--- config.mk ---
export PLATFORM = sky130hd
export DESIGN_NAME = ism_top
export DESIGN_NICKNAME = d
export VERILOG_FILES = /design/src/pkg/ism_pkg.sv /design/src/verilog/ism_vector_table.sv /design/src/verilog/ism_top.sv
export SDC_FILE = /design/constraint.sdc
export NUM_CORES = 2
export LEC_CHECK = 0
export ABC_AREA = 1
export BUFFER_PORTS_ARGS = -buffer_cell sky130_fd_sc_hd__buf_2
export CELL_PAD_IN_SITES_DETAIL_PLACEMENT = 1
export CELL_PAD_IN_SITES_GLOBAL_PLACEMENT = 1
export CORE_ASPECT_RATIO = 1.25
export CORE_MARGIN = 2
export CORE_UTILIZATION = 40
export DETAILED_ROUTE_END_ITERATION = 10
export PLACE_DENSITY = 0.68
export SYNTH_ARGS = -nofsm -noshare
export SYNTH_HDL_FRONTEND = slang
export SYNTH_HIERARCHICAL = 1
export SYNTH_SLANG_ARGS = --single-unit
--- constraint.sdc ---
create_clock -name sys_clk_i -period 13.9 [get_ports sys_clk_i]
set_clock_uncertainty 0.2 [all_clocks]
set_input_delay 2.085 -clock sys_clk_i [delete_from_list [all_inputs] [get_ports sys_clk_i]]
set_output_delay 2.085 -clock sys_clk_i [all_outputs]
set_load 0.05 [all_outputs]
--- src/pkg/ism_pkg.sv ---
// Constants shared by the interrupt source map and its vector table.
package ism_pkg;
    // ==========================================================
    // Sizes
    localparam int unsigned LINES = 32;
    localparam int unsigned ADDR_W = 12;
    localparam int unsigned TBL_AW = 6;

    // ==========================================================
    // Register byte offsets
    localparam logic [11:0] OFF_RAW = 12'h000;
    localparam logic [11:0] OFF_ENABLE = 12'h004;
    localparam logic [11:0] OFF_PRIO_LO = 12'h008;
    localparam logic [11:0] OFF_PRIO_HI = 12'h00C;
    localparam logic [11:0] OFF_NMI_SEL = 12'h010;
    localparam logic [11:0] OFF_NMI_SOFT = 12'h014;
    localparam logic [11:0] OFF_VECTOR_BASE_OFFSET = 12'h018;
    localparam logic [11:0] OFF_STATUS = 12'h01C;
    localparam logic [11:0] OFF_MASK = 12'h020;
    localparam logic [11:0] OFF_CFG = 12'h024;
    localparam logic [3:0] TBL_PAGE = 4'h1;

    // ==========================================================
    // Reset values and field layout
    localparam logic [31:0] VECTOR_BASE_OFFSET_RST = 32'h0000_0000;
    localparam logic [31:0] VECTOR_BASE_OFFSET_MASK = 32'hFFFF_FF80;
    localparam logic [31:0] RSV_MASK = 32'h0070_4262;
    localparam int NMI_SEL_EN = 5;
    localparam int CFG_RISE = 0;
    localparam int CFG_FALL = 1;
    localparam int CFG_BOD_LSB = 2;
    localparam int ST_NMI = 0;
    localparam int ST_CMP = 1;
    localparam int ST_BOD = 2;
    localparam int EVT_W = 3;

    // ==========================================================
    // Line numbers
    localparam int LN_SPI = 0;
    localparam int LN_DAC = 2;
    localparam int LN_UART0 = 3;
    localparam int LN_UART1 = 4;
    localparam int LN_I2C1 = 7;
    localparam int LN_I2C0 = 8;
    localparam int LN_MRT = 10;
    localparam int LN_SHARED = 11;
    localparam int LN_WDT = 12;
    localparam int LN_BOD = 13;
    localparam int LN_WKT = 15;
    localparam int LN_ADC = 16;
    localparam int LN_CTMR = 23;
    localparam int LN_PIN = 24;

    // ==========================================================
    // Exception numbers and bus answers
    localparam logic [5:0] EXC_NMI = 6'h02;
    localparam logic [5:0] EXC_IRQ_BASE = 6'h10;
    localparam logic [1:0] RESP_OKAY = 2'h0;
    localparam logic [1:0] RESP_SLVERR = 2'h2;

    typedef enum logic [1:0] {
        ST_IDLE = 2'h0,
        ST_FETCH = 2'h1,
        ST_PRESENT = 2'h3
    } ism_state_t;
endpackage

--- src/verilog/ism_vector_table.sv ---
// Small vector table memory with one write port and two registered read ports.
`timescale 1ns/1ns
module ism_vector_table #(
    parameter int DW = 32,
    parameter int AW = 6
) (
    // Clock
    input wire logic clk_i,
    // Write port
    input wire logic we_i,
    input wire logic [AW-1:0] widx_i,
    input wire logic [DW-1:0] wdata_i,
    // Read port A
    input wire logic a_en_i,
    input wire logic [AW-1:0] a_idx_i,
    output logic [DW-1:0] a_data_o,
    // Read port B
    input wire logic b_en_i,
    input wire logic [AW-1:0] b_idx_i,
    output logic [DW-1:0] b_data_o
);
    logic [DW-1:0] mem [0:(1<<AW)-1];

    always_ff @(posedge clk_i) begin
        if (we_i) begin
            mem[widx_i] <= wdata_i;
        end
        if (a_en_i) begin
            a_data_o <= mem[a_idx_i];
        end
        if (b_en_i) begin
            b_data_o <= mem[b_idx_i];
        end
    end
endmodule

--- src/verilog/ism_top.sv ---
// Interrupt line map, NMI source select and relocatable vector dispatch.
// Operation
// RQ1: Line 10 is high while any of the four timer channel flags is set.
// RQ2: Line 11 is shared by comparator and touch requests.
// RQ3: Comparator edge flag is set on rising, falling or both edges as configured.
// RQ4: Line 12 follows the watchdog warning flag.
// RQ5: Line 13 follows the selected brown-out level crossing.
// RQ6: ADC drives lines 16, 17, 18 and 19 separately.
// RQ7: Lines 24 to 31 follow pin event status bits 0 to 7.
// RQ8: NMI is raised by a selected line or by software.
// RQ9: NMI wins over every other exception except reset.
// RQ10: A select register routes any one line to the NMI.
// RQ11: Software disables a line's ordinary enable while it is routed to NMI.
// RQ12: Vector table holds initial stack pointer then handler addresses.
// RQ13: Vector table base is zero after reset.
// RQ14: A writable offset register relocates every vector fetch; the table fetch index uses only offset bits 7:2, so only bit 7 moves it.
// RQ15: Equal priority requests are served lowest line number first.
// RQ16: Thirty-two lines, each with a 2-bit priority of four levels.
// RQ17: Reserved lines 5, 6, 9, 14, 20, 21, 22 never raise requests.
// RQ18: Lines 7, 8, 15, 23 carry I2C1, I2C0, wake-up alarm, counter timer.
`timescale 1ns/1ns
module ism_top (
    // Clock and reset
    input wire logic sys_clk_i,
    input wire logic rst_b_i,
    // AXI4-Lite slave
    input wire logic s_axi_awvalid,
    output logic s_axi_awready,
    input wire logic [11:0] s_axi_awaddr,
    input wire logic s_axi_wvalid,
    output logic s_axi_wready,
    input wire logic [31:0] s_axi_wdata,
    input wire logic [3:0] s_axi_wstrb,
    output logic s_axi_bvalid,
    input wire logic s_axi_bready,
    output logic [1:0] s_axi_bresp,
    input wire logic s_axi_arvalid,
    output logic s_axi_arready,
    input wire logic [11:0] s_axi_araddr,
    output logic s_axi_rvalid,
    input wire logic s_axi_rready,
    output logic [31:0] s_axi_rdata,
    output logic [1:0] s_axi_rresp,
    // Peripheral requests on the system clock
    input wire logic spi_request_i,
    input wire logic dac_request_i,
    input wire logic uart0_request_i,
    input wire logic uart1_request_i,
    input wire logic i2c_port1_request_i,
    input wire logic i2c_port0_request_i,
    input wire logic [3:0] mrt_channel_flag_i,
    input wire logic touch_sense_request_i,
    input wire logic watchdog_warning_flag_i,
    input wire logic wakeup_alarm_flag_i,
    input wire logic adc_seq_a_done_i,
    input wire logic adc_seq_b_done_i,
    input wire logic adc_threshold_hit_i,
    input wire logic adc_overrun_i,
    input wire logic counter_timer_request_i,
    input wire logic [7:0] pin_event_status_i,
    // Analog levels from outside the clock domain
    input wire logic comparator_level_i,
    input wire logic [3:0] brownout_level_i,
    // Core exception entry
    output logic exc_valid_o,
    output logic [5:0] exc_num_o,
    output logic [31:0] exc_vector_addr_o,
    output logic [31:0] exc_handler_o,
    input wire logic exc_ack_i,
    output logic nmi_o,
    output logic irq_o
);
    typedef struct packed {
        logic aw_have;
        logic [11:0] aw_addr;
        logic w_have;
        logic [31:0] w_data;
        logic [3:0] w_strb;
        logic awready;
        logic wready;
        logic bvalid;
        logic [1:0] bresp;
        logic ar_busy;
        logic rd_stage;
        logic [11:0] ar_addr;
        logic arready;
        logic rvalid;
        logic [31:0] rdata;
        logic [1:0] rresp;
        logic [31:0] line;
        logic [31:0] enable;
        logic [63:0] prio;
        logic [5:0] nmi_sel;
        logic soft_nmi;
        logic [31:0] vector_base_offset;
        logic [2:0] status;
        logic [2:0] mask;
        logic [3:0] cfg;
        logic cmp_m;
        logic cmp_s;
        logic cmp_d;
        logic [3:0] bod_m;
        logic [3:0] bod_s;
        logic bod_d;
        ism_pkg::ism_state_t state;
        logic [5:0] exc_num;
        logic exc_valid;
        logic [31:0] exc_handler;
        logic [31:0] exc_addr;
        logic nmi;
        logic irq;
    } ism_regs_t;

    // ==========================================================
    // Reset release
    logic [1:0] rst_q;
    logic rst_n;

    always_ff @(posedge sys_clk_i or negedge rst_b_i) begin
        if (!rst_b_i) begin
            rst_q <= 2'h0;
        end else begin
            rst_q <= {rst_q[0], 1'b1};
        end
    end
    assign rst_n = rst_q[1];

    // ==========================================================
    // Vector table
    ism_regs_t s;
    ism_regs_t n;
    logic mem_we;
    logic [5:0] mem_widx;
    logic [31:0] mem_wdata;
    logic rd_a_en;
    logic [5:0] rd_a_idx;
    logic [31:0] rd_a_data;
    logic rd_b_en;
    logic [5:0] rd_b_idx;
    logic [31:0] rd_b_data;
    logic nmi_act;

    ism_vector_table #(.DW(32), .AW(ism_pkg::TBL_AW)) u_table (
        .clk_i(sys_clk_i),
        .we_i(mem_we),
        .widx_i(mem_widx),
        .wdata_i(mem_wdata),
        .a_en_i(rd_a_en),
        .a_idx_i(rd_a_idx),
        .a_data_o(rd_a_data),
        .b_en_i(rd_b_en),
        .b_idx_i(rd_b_idx),
        .b_data_o(rd_b_data)
    );

    function automatic logic [31:0] ism_merge(input logic [31:0] old, input logic [31:0] d,
                                              input logic [3:0] be);
        logic [31:0] r;
        r = old;
        for (int b = 0; b < 4; b++) begin
            if (be[b]) begin
                r[8*b+:8] = d[8*b+:8];
            end
        end
        return r;
    endfunction

    // ==========================================================
    // Next state
    always_comb begin
        logic [31:0] raw;
        logic [31:0] pend;
        logic [31:0] wm;
        logic [2:0] ev;
        logic [2:0] clr;
        logic bod_sel;
        logic soft_set;
        logic soft_clr;
        logic [1:0] best_pr;
        logic [4:0] best_idx;
        raw = '0;
        pend = '0;
        wm = '0;
        ev = '0;
        clr = '0;
        bod_sel = 1'b0;
        soft_set = 1'b0;
        soft_clr = 1'b0;
        best_pr = 2'h3;
        best_idx = 5'h0;
        n = s;
        mem_we = 1'b0;
        mem_widx = '0;
        mem_wdata = '0;
        rd_a_en = 1'b0;
        rd_a_idx = '0;
        rd_b_en = 1'b0;
        rd_b_idx = '0;
        // The first stage of each synchroniser feeds only the second.
        n.cmp_m = comparator_level_i;
        n.cmp_s = s.cmp_m;
        n.cmp_d = s.cmp_s;
        n.bod_m = brownout_level_i;
        n.bod_s = s.bod_m;
        bod_sel = s.bod_s[s.cfg[ism_pkg::CFG_BOD_LSB+:2]];
        n.bod_d = bod_sel;
        // RQ3 comparator edge select.
        ev[ism_pkg::ST_CMP] = (s.cmp_s & ~s.cmp_d & s.cfg[ism_pkg::CFG_RISE])
                            | (~s.cmp_s & s.cmp_d & s.cfg[ism_pkg::CFG_FALL]);
        ev[ism_pkg::ST_BOD] = bod_sel & ~s.bod_d;
        raw[ism_pkg::LN_SPI] = spi_request_i;
        raw[ism_pkg::LN_DAC] = dac_request_i;
        raw[ism_pkg::LN_UART0] = uart0_request_i;
        raw[ism_pkg::LN_UART1] = uart1_request_i;
        // RQ18 fixed peripheral lines.
        raw[ism_pkg::LN_I2C1] = i2c_port1_request_i;
        raw[ism_pkg::LN_I2C0] = i2c_port0_request_i;
        raw[ism_pkg::LN_WKT] = wakeup_alarm_flag_i;
        raw[ism_pkg::LN_CTMR] = counter_timer_request_i;
        // RQ1 timer global line.
        raw[ism_pkg::LN_MRT] = |mrt_channel_flag_i;
        // RQ2 shared comparator line.
        raw[ism_pkg::LN_SHARED] = s.status[ism_pkg::ST_CMP] | touch_sense_request_i;
        // RQ4 watchdog warning line.
        raw[ism_pkg::LN_WDT] = watchdog_warning_flag_i;
        // RQ5 brown-out level line.
        raw[ism_pkg::LN_BOD] = bod_sel;
        // RQ6 four ADC lines.
        raw[ism_pkg::LN_ADC+:4] = {adc_overrun_i, adc_threshold_hit_i,
                                   adc_seq_b_done_i, adc_seq_a_done_i};
        // RQ7 pin event lines.
        raw[ism_pkg::LN_PIN+:8] = pin_event_status_i;
        // RQ17 reserved lines held low.
        n.line = raw & ~ism_pkg::RSV_MASK;
        // RQ16 priority scan; RQ15 ties go to the lower line.
        pend = s.line & s.enable;
        for (int i = int'(ism_pkg::LINES) - 1; i >= 0; i--) begin
            if (pend[i] && s.prio[2*i+:2] <= best_pr) begin
                best_pr = s.prio[2*i+:2];
                best_idx = 5'(i);
            end
        end
        n.nmi = nmi_act;
        // RQ12 vector fetch from the table; RQ9 NMI is picked first.
        case (s.state)
            ism_pkg::ST_IDLE: begin
                if (nmi_act || (|pend)) begin
                    n.exc_num = nmi_act ? ism_pkg::EXC_NMI
                                        : ism_pkg::EXC_IRQ_BASE + {1'b0, best_idx};
                    rd_b_en = 1'b1;
                    rd_b_idx = s.vector_base_offset[7:2] + n.exc_num;
                    // RQ14 relocated vector address.
                    n.exc_addr = s.vector_base_offset + {24'h0, n.exc_num, 2'h0};
                    n.state = ism_pkg::ST_FETCH;
                end
            end
            ism_pkg::ST_FETCH: begin
                n.exc_handler = rd_b_data;
                n.exc_valid = 1'b1;
                n.state = ism_pkg::ST_PRESENT;
            end
            ism_pkg::ST_PRESENT: begin
                if (exc_ack_i) begin
                    n.exc_valid = 1'b0;
                    n.state = ism_pkg::ST_IDLE;
                    if (s.exc_num == ism_pkg::EXC_NMI) begin
                        soft_clr = 1'b1;
                        ev[ism_pkg::ST_NMI] = 1'b1;
                    end
                end
            end
            default: begin
                n.exc_valid = 1'b0;
                n.state = ism_pkg::ST_IDLE;
            end
        endcase
        // Write channel: address and data are taken in either order.
        if (s.awready && s_axi_awvalid) begin
            n.aw_have = 1'b1;
            n.aw_addr = s_axi_awaddr;
        end
        if (s.wready && s_axi_wvalid) begin
            n.w_have = 1'b1;
            n.w_data = s_axi_wdata;
            n.w_strb = s_axi_wstrb;
        end
        if (s.aw_have && s.w_have && !s.bvalid) begin
            n.aw_have = 1'b0;
            n.w_have = 1'b0;
            n.bvalid = 1'b1;
            n.bresp = ism_pkg::RESP_OKAY;
            wm = ism_merge(32'h0, s.w_data, s.w_strb);
            case (s.aw_addr)
                ism_pkg::OFF_RAW: begin
                    n.bresp = ism_pkg::RESP_OKAY;
                end
                ism_pkg::OFF_ENABLE: n.enable = ism_merge(s.enable, s.w_data, s.w_strb);
                ism_pkg::OFF_PRIO_LO: n.prio[31:0] = ism_merge(s.prio[31:0], s.w_data, s.w_strb);
                ism_pkg::OFF_PRIO_HI: n.prio[63:32] = ism_merge(s.prio[63:32], s.w_data, s.w_strb);
                // RQ10 NMI source select.
                ism_pkg::OFF_NMI_SEL: begin
                    if (s.w_strb[0]) begin
                        n.nmi_sel = s.w_data[5:0];
                    end
                end
                ism_pkg::OFF_NMI_SOFT: soft_set = wm[0];
                ism_pkg::OFF_VECTOR_BASE_OFFSET: begin
                    n.vector_base_offset = ism_merge(s.vector_base_offset, s.w_data, s.w_strb) & ism_pkg::VECTOR_BASE_OFFSET_MASK;
                end
                ism_pkg::OFF_STATUS: clr = wm[ism_pkg::EVT_W-1:0];
                ism_pkg::OFF_MASK: begin
                    if (s.w_strb[0]) begin
                        n.mask = s.w_data[ism_pkg::EVT_W-1:0];
                    end
                end
                ism_pkg::OFF_CFG: begin
                    if (s.w_strb[0]) begin
                        n.cfg = s.w_data[3:0];
                    end
                end
                default: begin
                    if (s.aw_addr[11:8] == ism_pkg::TBL_PAGE && s.w_strb == 4'hF) begin
                        mem_we = 1'b1;
                        mem_widx = s.aw_addr[7:2];
                        mem_wdata = s.w_data;
                    end else if (s.aw_addr[11:8] != ism_pkg::TBL_PAGE) begin
                        n.bresp = ism_pkg::RESP_SLVERR;
                    end
                end
            endcase
        end
        if (s.bvalid && s_axi_bready) begin
            n.bvalid = 1'b0;
        end
        n.awready = ~n.aw_have & ~n.bvalid;
        n.wready = ~n.w_have & ~n.bvalid;
        // Read channel: table reads need one cycle, so every read takes two.
        if (s.arready && s_axi_arvalid) begin
            n.ar_busy = 1'b1;
            n.rd_stage = 1'b1;
            n.ar_addr = s_axi_araddr;
            rd_a_en = 1'b1;
            rd_a_idx = s_axi_araddr[7:2];
        end
        if (s.rd_stage) begin
            n.rd_stage = 1'b0;
            n.rvalid = 1'b1;
            n.rresp = ism_pkg::RESP_OKAY;
            case (s.ar_addr)
                ism_pkg::OFF_RAW: n.rdata = s.line;
                ism_pkg::OFF_ENABLE: n.rdata = s.enable;
                ism_pkg::OFF_PRIO_LO: n.rdata = s.prio[31:0];
                ism_pkg::OFF_PRIO_HI: n.rdata = s.prio[63:32];
                ism_pkg::OFF_NMI_SEL: n.rdata = {26'h0, s.nmi_sel};
                ism_pkg::OFF_NMI_SOFT: n.rdata = {31'h0, s.soft_nmi};
                ism_pkg::OFF_VECTOR_BASE_OFFSET: n.rdata = s.vector_base_offset;
                ism_pkg::OFF_STATUS: n.rdata = {29'h0, s.status};
                ism_pkg::OFF_MASK: n.rdata = {29'h0, s.mask};
                ism_pkg::OFF_CFG: n.rdata = {28'h0, s.cfg};
                default: begin
                    n.rdata = (s.ar_addr[11:8] == ism_pkg::TBL_PAGE) ? rd_a_data : 32'h0;
                    if (s.ar_addr[11:8] != ism_pkg::TBL_PAGE) begin
                        n.rresp = ism_pkg::RESP_SLVERR;
                    end
                end
            endcase
        end
        if (s.rvalid && s_axi_rready) begin
            n.rvalid = 1'b0;
            n.ar_busy = 1'b0;
        end
        n.arready = ~n.ar_busy;
        // A new event beats a clear in the same cycle.
        n.status = (s.status & ~clr) | ev;
        n.soft_nmi = (s.soft_nmi & ~soft_clr) | soft_set;
        n.irq = |(s.status & s.mask);
    end

    // RQ8 NMI from selected line or software; RQ11 relies on software disabling that line.
    assign nmi_act = s.soft_nmi | (s.nmi_sel[ism_pkg::NMI_SEL_EN] & s.line[s.nmi_sel[4:0]]);

    // RQ13 state clears to zero, so the vector base starts at address zero.
    always_ff @(posedge sys_clk_i or negedge rst_n) begin
        if (!rst_n) begin
            s <= '0;
        end else begin
            s <= n;
        end
    end

    assign s_axi_awready = s.awready;
    assign s_axi_wready = s.wready;
    assign s_axi_bvalid = s.bvalid;
    assign s_axi_bresp = s.bresp;
    assign s_axi_arready = s.arready;
    assign s_axi_rvalid = s.rvalid;
    assign s_axi_rdata = s.rdata;
    assign s_axi_rresp = s.rresp;
    assign exc_valid_o = s.exc_valid;
    assign exc_num_o = s.exc_num;
    assign exc_vector_addr_o = s.exc_addr;
    assign exc_handler_o = s.exc_handler;
    assign nmi_o = s.nmi;
    assign irq_o = s.irq;
endmodule

==> results.sh <==
export IMPL_ys_seq_area_share_pct=59.2
export IMPL_synth_main_ff_cell="edfxtp_1"
export IMPL_start_kind="flop"
export IMPL_wirelength_um=570000
export IMPL_gp_congestion=0.956
export IMPL_path_max_fanout=4
export IMPL_required_ns=14.51
export IMPL_cts_hold_buf=0
export IMPL_dieArea_um2=309000
export IMPL_nNetsFinal=14036
export IMPL_core_area_um2=303000
export IMPL_hold_path_class="reg -> async"
export IMPL_syn_cell_area_um2=122000
export IMPL_power_total_mw=23.1
export IMPL_max_stage_delay_ns=0.56
export IMPL_drt_vias_per_instance=6.20
export IMPL_core_rowCount=226
export IMPL_clk_transition_reported_paths_ns=0.06
export IMPL_cts_root_buffer="clkbuf_16"
export IMPL_portBuffers=208
export IMPL_antenna_found_initial=17
export IMPL_final_common_cell="nand2_1"
export IMPL_synth_edf_count=2112
export IMPL_fillers=33930
export IMPL_drc=0
export IMPL_synth_mux_area_share_pct=0.0185
export IMPL_tightest_slew_ns=1.39
export IMPL_finalCriticalPeriod_ns=21.25
export IMPL_postSynth_asyncResetShare_pct=14.1
export IMPL_place_ws_ns=-8.25
export IMPL_arrival_ns=21.86
export IMPL_synth_adder_area_share_pct=0.278
export IMPL_die_h_um=621
export IMPL_hold_viol=0
export IMPL_yosysTopAreaCell="edfxtp_1"
export IMPL_netlist_instances=13533
export IMPL_synth_top_family_by_area="simple AND/OR/NAND/NOR gates"
export IMPL_synth_simple_area_share_pct=32.8
export IMPL_slew_viol_final=0
export IMPL_setup_viol=63
export IMPL_cap_viol_max_count=0
export IMPL_finalCoreUtilization_pct=47.9
export IMPL_setup_ws_ns=-7.35
export IMPL_critPathKind="reg -> reg"
export IMPL_cts_buffer_depth=4
export IMPL_num_vias=112218
export IMPL_end_kind="flop"
export IMPL_critPathTopFamily="simple AND/OR/NAND/NOR gates"
export IMPL_stdcell_count=18103
export IMPL_wire_per_inst_um=31.5
export IMPL_synth_seq_cells=2458
export IMPL_dp_hpwl_um=337000
export IMPL_fin_crit_sh_pct=153
export IMPL_cp_buffers_inverters=12
export IMPL_yosysTopAreaCellShare_pct=52.1
export IMPL_worst_slew_margin_rel_pct=7.00
export IMPL_placed_cells=17477
export IMPL_synth_cell_types=60
export IMPL_synth_xor_area_share_pct=0.151
export IMPL_rsz0062_at_grt="yes"
export IMPL_tritoncts="built"
export IMPL_grt_usage_pct=35.3
export IMPL_rr_startpoint="s[263]$_DFF_PN0_"
export IMPL_cp_common_cell="nand2_2"
export IMPL_synth_avg_cell_area_um2=8.99
export IMPL_grt_start_max_net_pins=161
export IMPL_failed_checks="setup timing"
export IMPL_grt_overflow=0
export IMPL_drtAntennaViolNets=0
export IMPL_syn_to_final_growth_pct=19.3
export IMPL_yosys_top_cells_area="edfxtp_1, nand3_1, nand2_1"
export IMPL_critPathSlowestCell="or4_4"
export IMPL_power_leakage_nw=57.7
export IMPL_drt_initial_drc_count=13509
export IMPL_grt_first_pass_wirelength_um=799000
export IMPL_clk_latency_ns=0.89
export IMPL_drive_gt1_share_pct=16.4
export IMPL_clkSinkCount=2458
export IMPL_status="finished with violations"
export IMPL_ios=213
export IMPL_grt_pass1_vias=114654
export IMPL_fmax_mhz=47.1
export IMPL_place_area_um2=131000
export IMPL_start_util_pct=40.2
export IMPL_p_per_area_nw_per_um2=159
export IMPL_fin_area_um2=145000
export IMPL_startpoint="s[263]$_DFF_PN0_"
export IMPL_yosys_warnings=6
export IMPL_layout_common_cells="nand2_1, nand3_1, edfxtp_1"
export IMPL_max_vdd_ir_drop_uv=116
export IMPL_drt_pass1_iterations=6
export IMPL_die_w_um=497
export IMPL_synth_compound_area_share_pct=2.15
export IMPL_h_tree_depth=5
export IMPL_cts_made_buffers=272
-- synth_stat cells, drive strengths merged (3+ instances only) --
cell type,count
nand2,5056
nand3,3889
edfxtp,2112
buf,832
dfrtp,346
nor2,248
o21ai,240
clkbuf,235
inv,229
a21oi,76
a31oi,30
ha,27
nand4,27
nor3,27
a211oi,23
o22ai,23
xor2,19
nor4,17
a22o,10
a221oi,7
and2,7
o211ai,6
o21bai,6
o221ai,5
or2,5
a2111oi,3
clkinv,3
o21a,3
o31ai,3
-- timing repair --
| action | in CTS | in global routing |
|---|---|---|
| pin swaps | 50 | 295 |
| buffers inserted | 39 | 71 |
| setup endpoints to repair | 63 | 63 |
| cloned | 13 | 32 |
| resized for setup | 220 | 595 |
-- flip-flops by register name, indices dropped and copies added, names as in the netlist --
name and count:
u_table/a_data_o 32, s_axi_rresp 1, s_axi_awready 1, u_table/b_data_o 32
s_axi_bresp 1, s_axi_bvalid 1, s_axi_arready 1, exc_handler_o 32
s_axi_rdata 32, exc_valid_o 1, n 6, u_table/mem 2048
s_axi_rvalid 1, s_axi_wready 1, exc_num_o 6, rst_q 2
irq_o 1, nmi_o 1, exc_vector_addr_o 25, s 233
-- stage by stage --
stage	setup TNS [ns]	hold WS (ns)
2_1_floorplan	-340.67	0.131
3_3_place_gp	-479.65	0.138
3_5_place_dp	-481.97	0.138
4_1_cts	-427.18	0.153
5_1_grt	-490.33	0.156
6_report	-424.28	0.115
-- worst register-to-register path, delay by kind of cell, from the launching register on --
family | cells | cell delay [ns]
buffers and inverters | 12 | 0.81
adder cells (fa/ha/maj) | 24 | 5.98
flip-flops | 1 | 0.38
AND/OR/NAND/NOR | 101 | 9.90
XOR/XNOR | 1 | 0.17
AO/OA/AOI/OAI | 26 | 3.69
-- layer usage --
layer | track usage [%] | share of wire, %
met5 | 0 | 0.0081
met4 | 24.1 | 8.0
met3 | 6.02 | 9.2
met1 | 43.1 | 37
met2 | 57.1 | 46
-- cells by family (layout without fill, tap and decap cells) --
family / after synthesis / count (layout)
muxes: 2 / 2
AOI/OAI and AO/OA: 445 / 445
DFF: 2458 / 2458
xor gates and xnor gates: 21 / 21
and+or+nand+nor: 9279 / 9279
other: 2 / 12
adders and majority gates: 27 / 27
buffers and inverters: 1299 / 1869
-- cell type report --
cell class,count,area (um^2),area share [%]
Tap cell,3990,4990,3.44
Timing Repair Buffer,1167,11600,7.97
Inverter,232,1000,0.691
Antenna cell,7,17.5,0.0121
Clock buffer,343,7430,5.12
Sequential cell,2458,72100,49.7
Clock inverter,127,813,0.560
Multi-Input combinational cell,9779,47200,32.5
-- path summary, 6_finish.rpt --
check,slack [ns],end,cells past startpoint
setup / recovery,-7.35,exc_vector_addr_o[30]$_DFFE_PN0P_,164
hold / removal,0.12,exc_vector_addr_o[24]$_DFFE_PN0P_,0
setup reg to reg,-7.35,exc_vector_addr_o[30]$_DFFE_PN0P_,164
hold reg to reg,0.12,exc_vector_addr_o[24]$_DFFE_PN0P_,0
max in group asynchronous,10.55,s[312]$_DFFE_PN0P_,3
min in group sys_clk_i,0.15,rst_q[1]$_DFF_PN0_,0
-- where the power goes --
group          leakage (nW)  switching [mW]  internal (mW)
Clock                  4.07            3.10           3.94
Sequential             19.6           0.349           8.33
Combinational          34.0            5.22           2.20
Total                  57.7            8.67           14.5
Power figures use the tool's default switching activity.
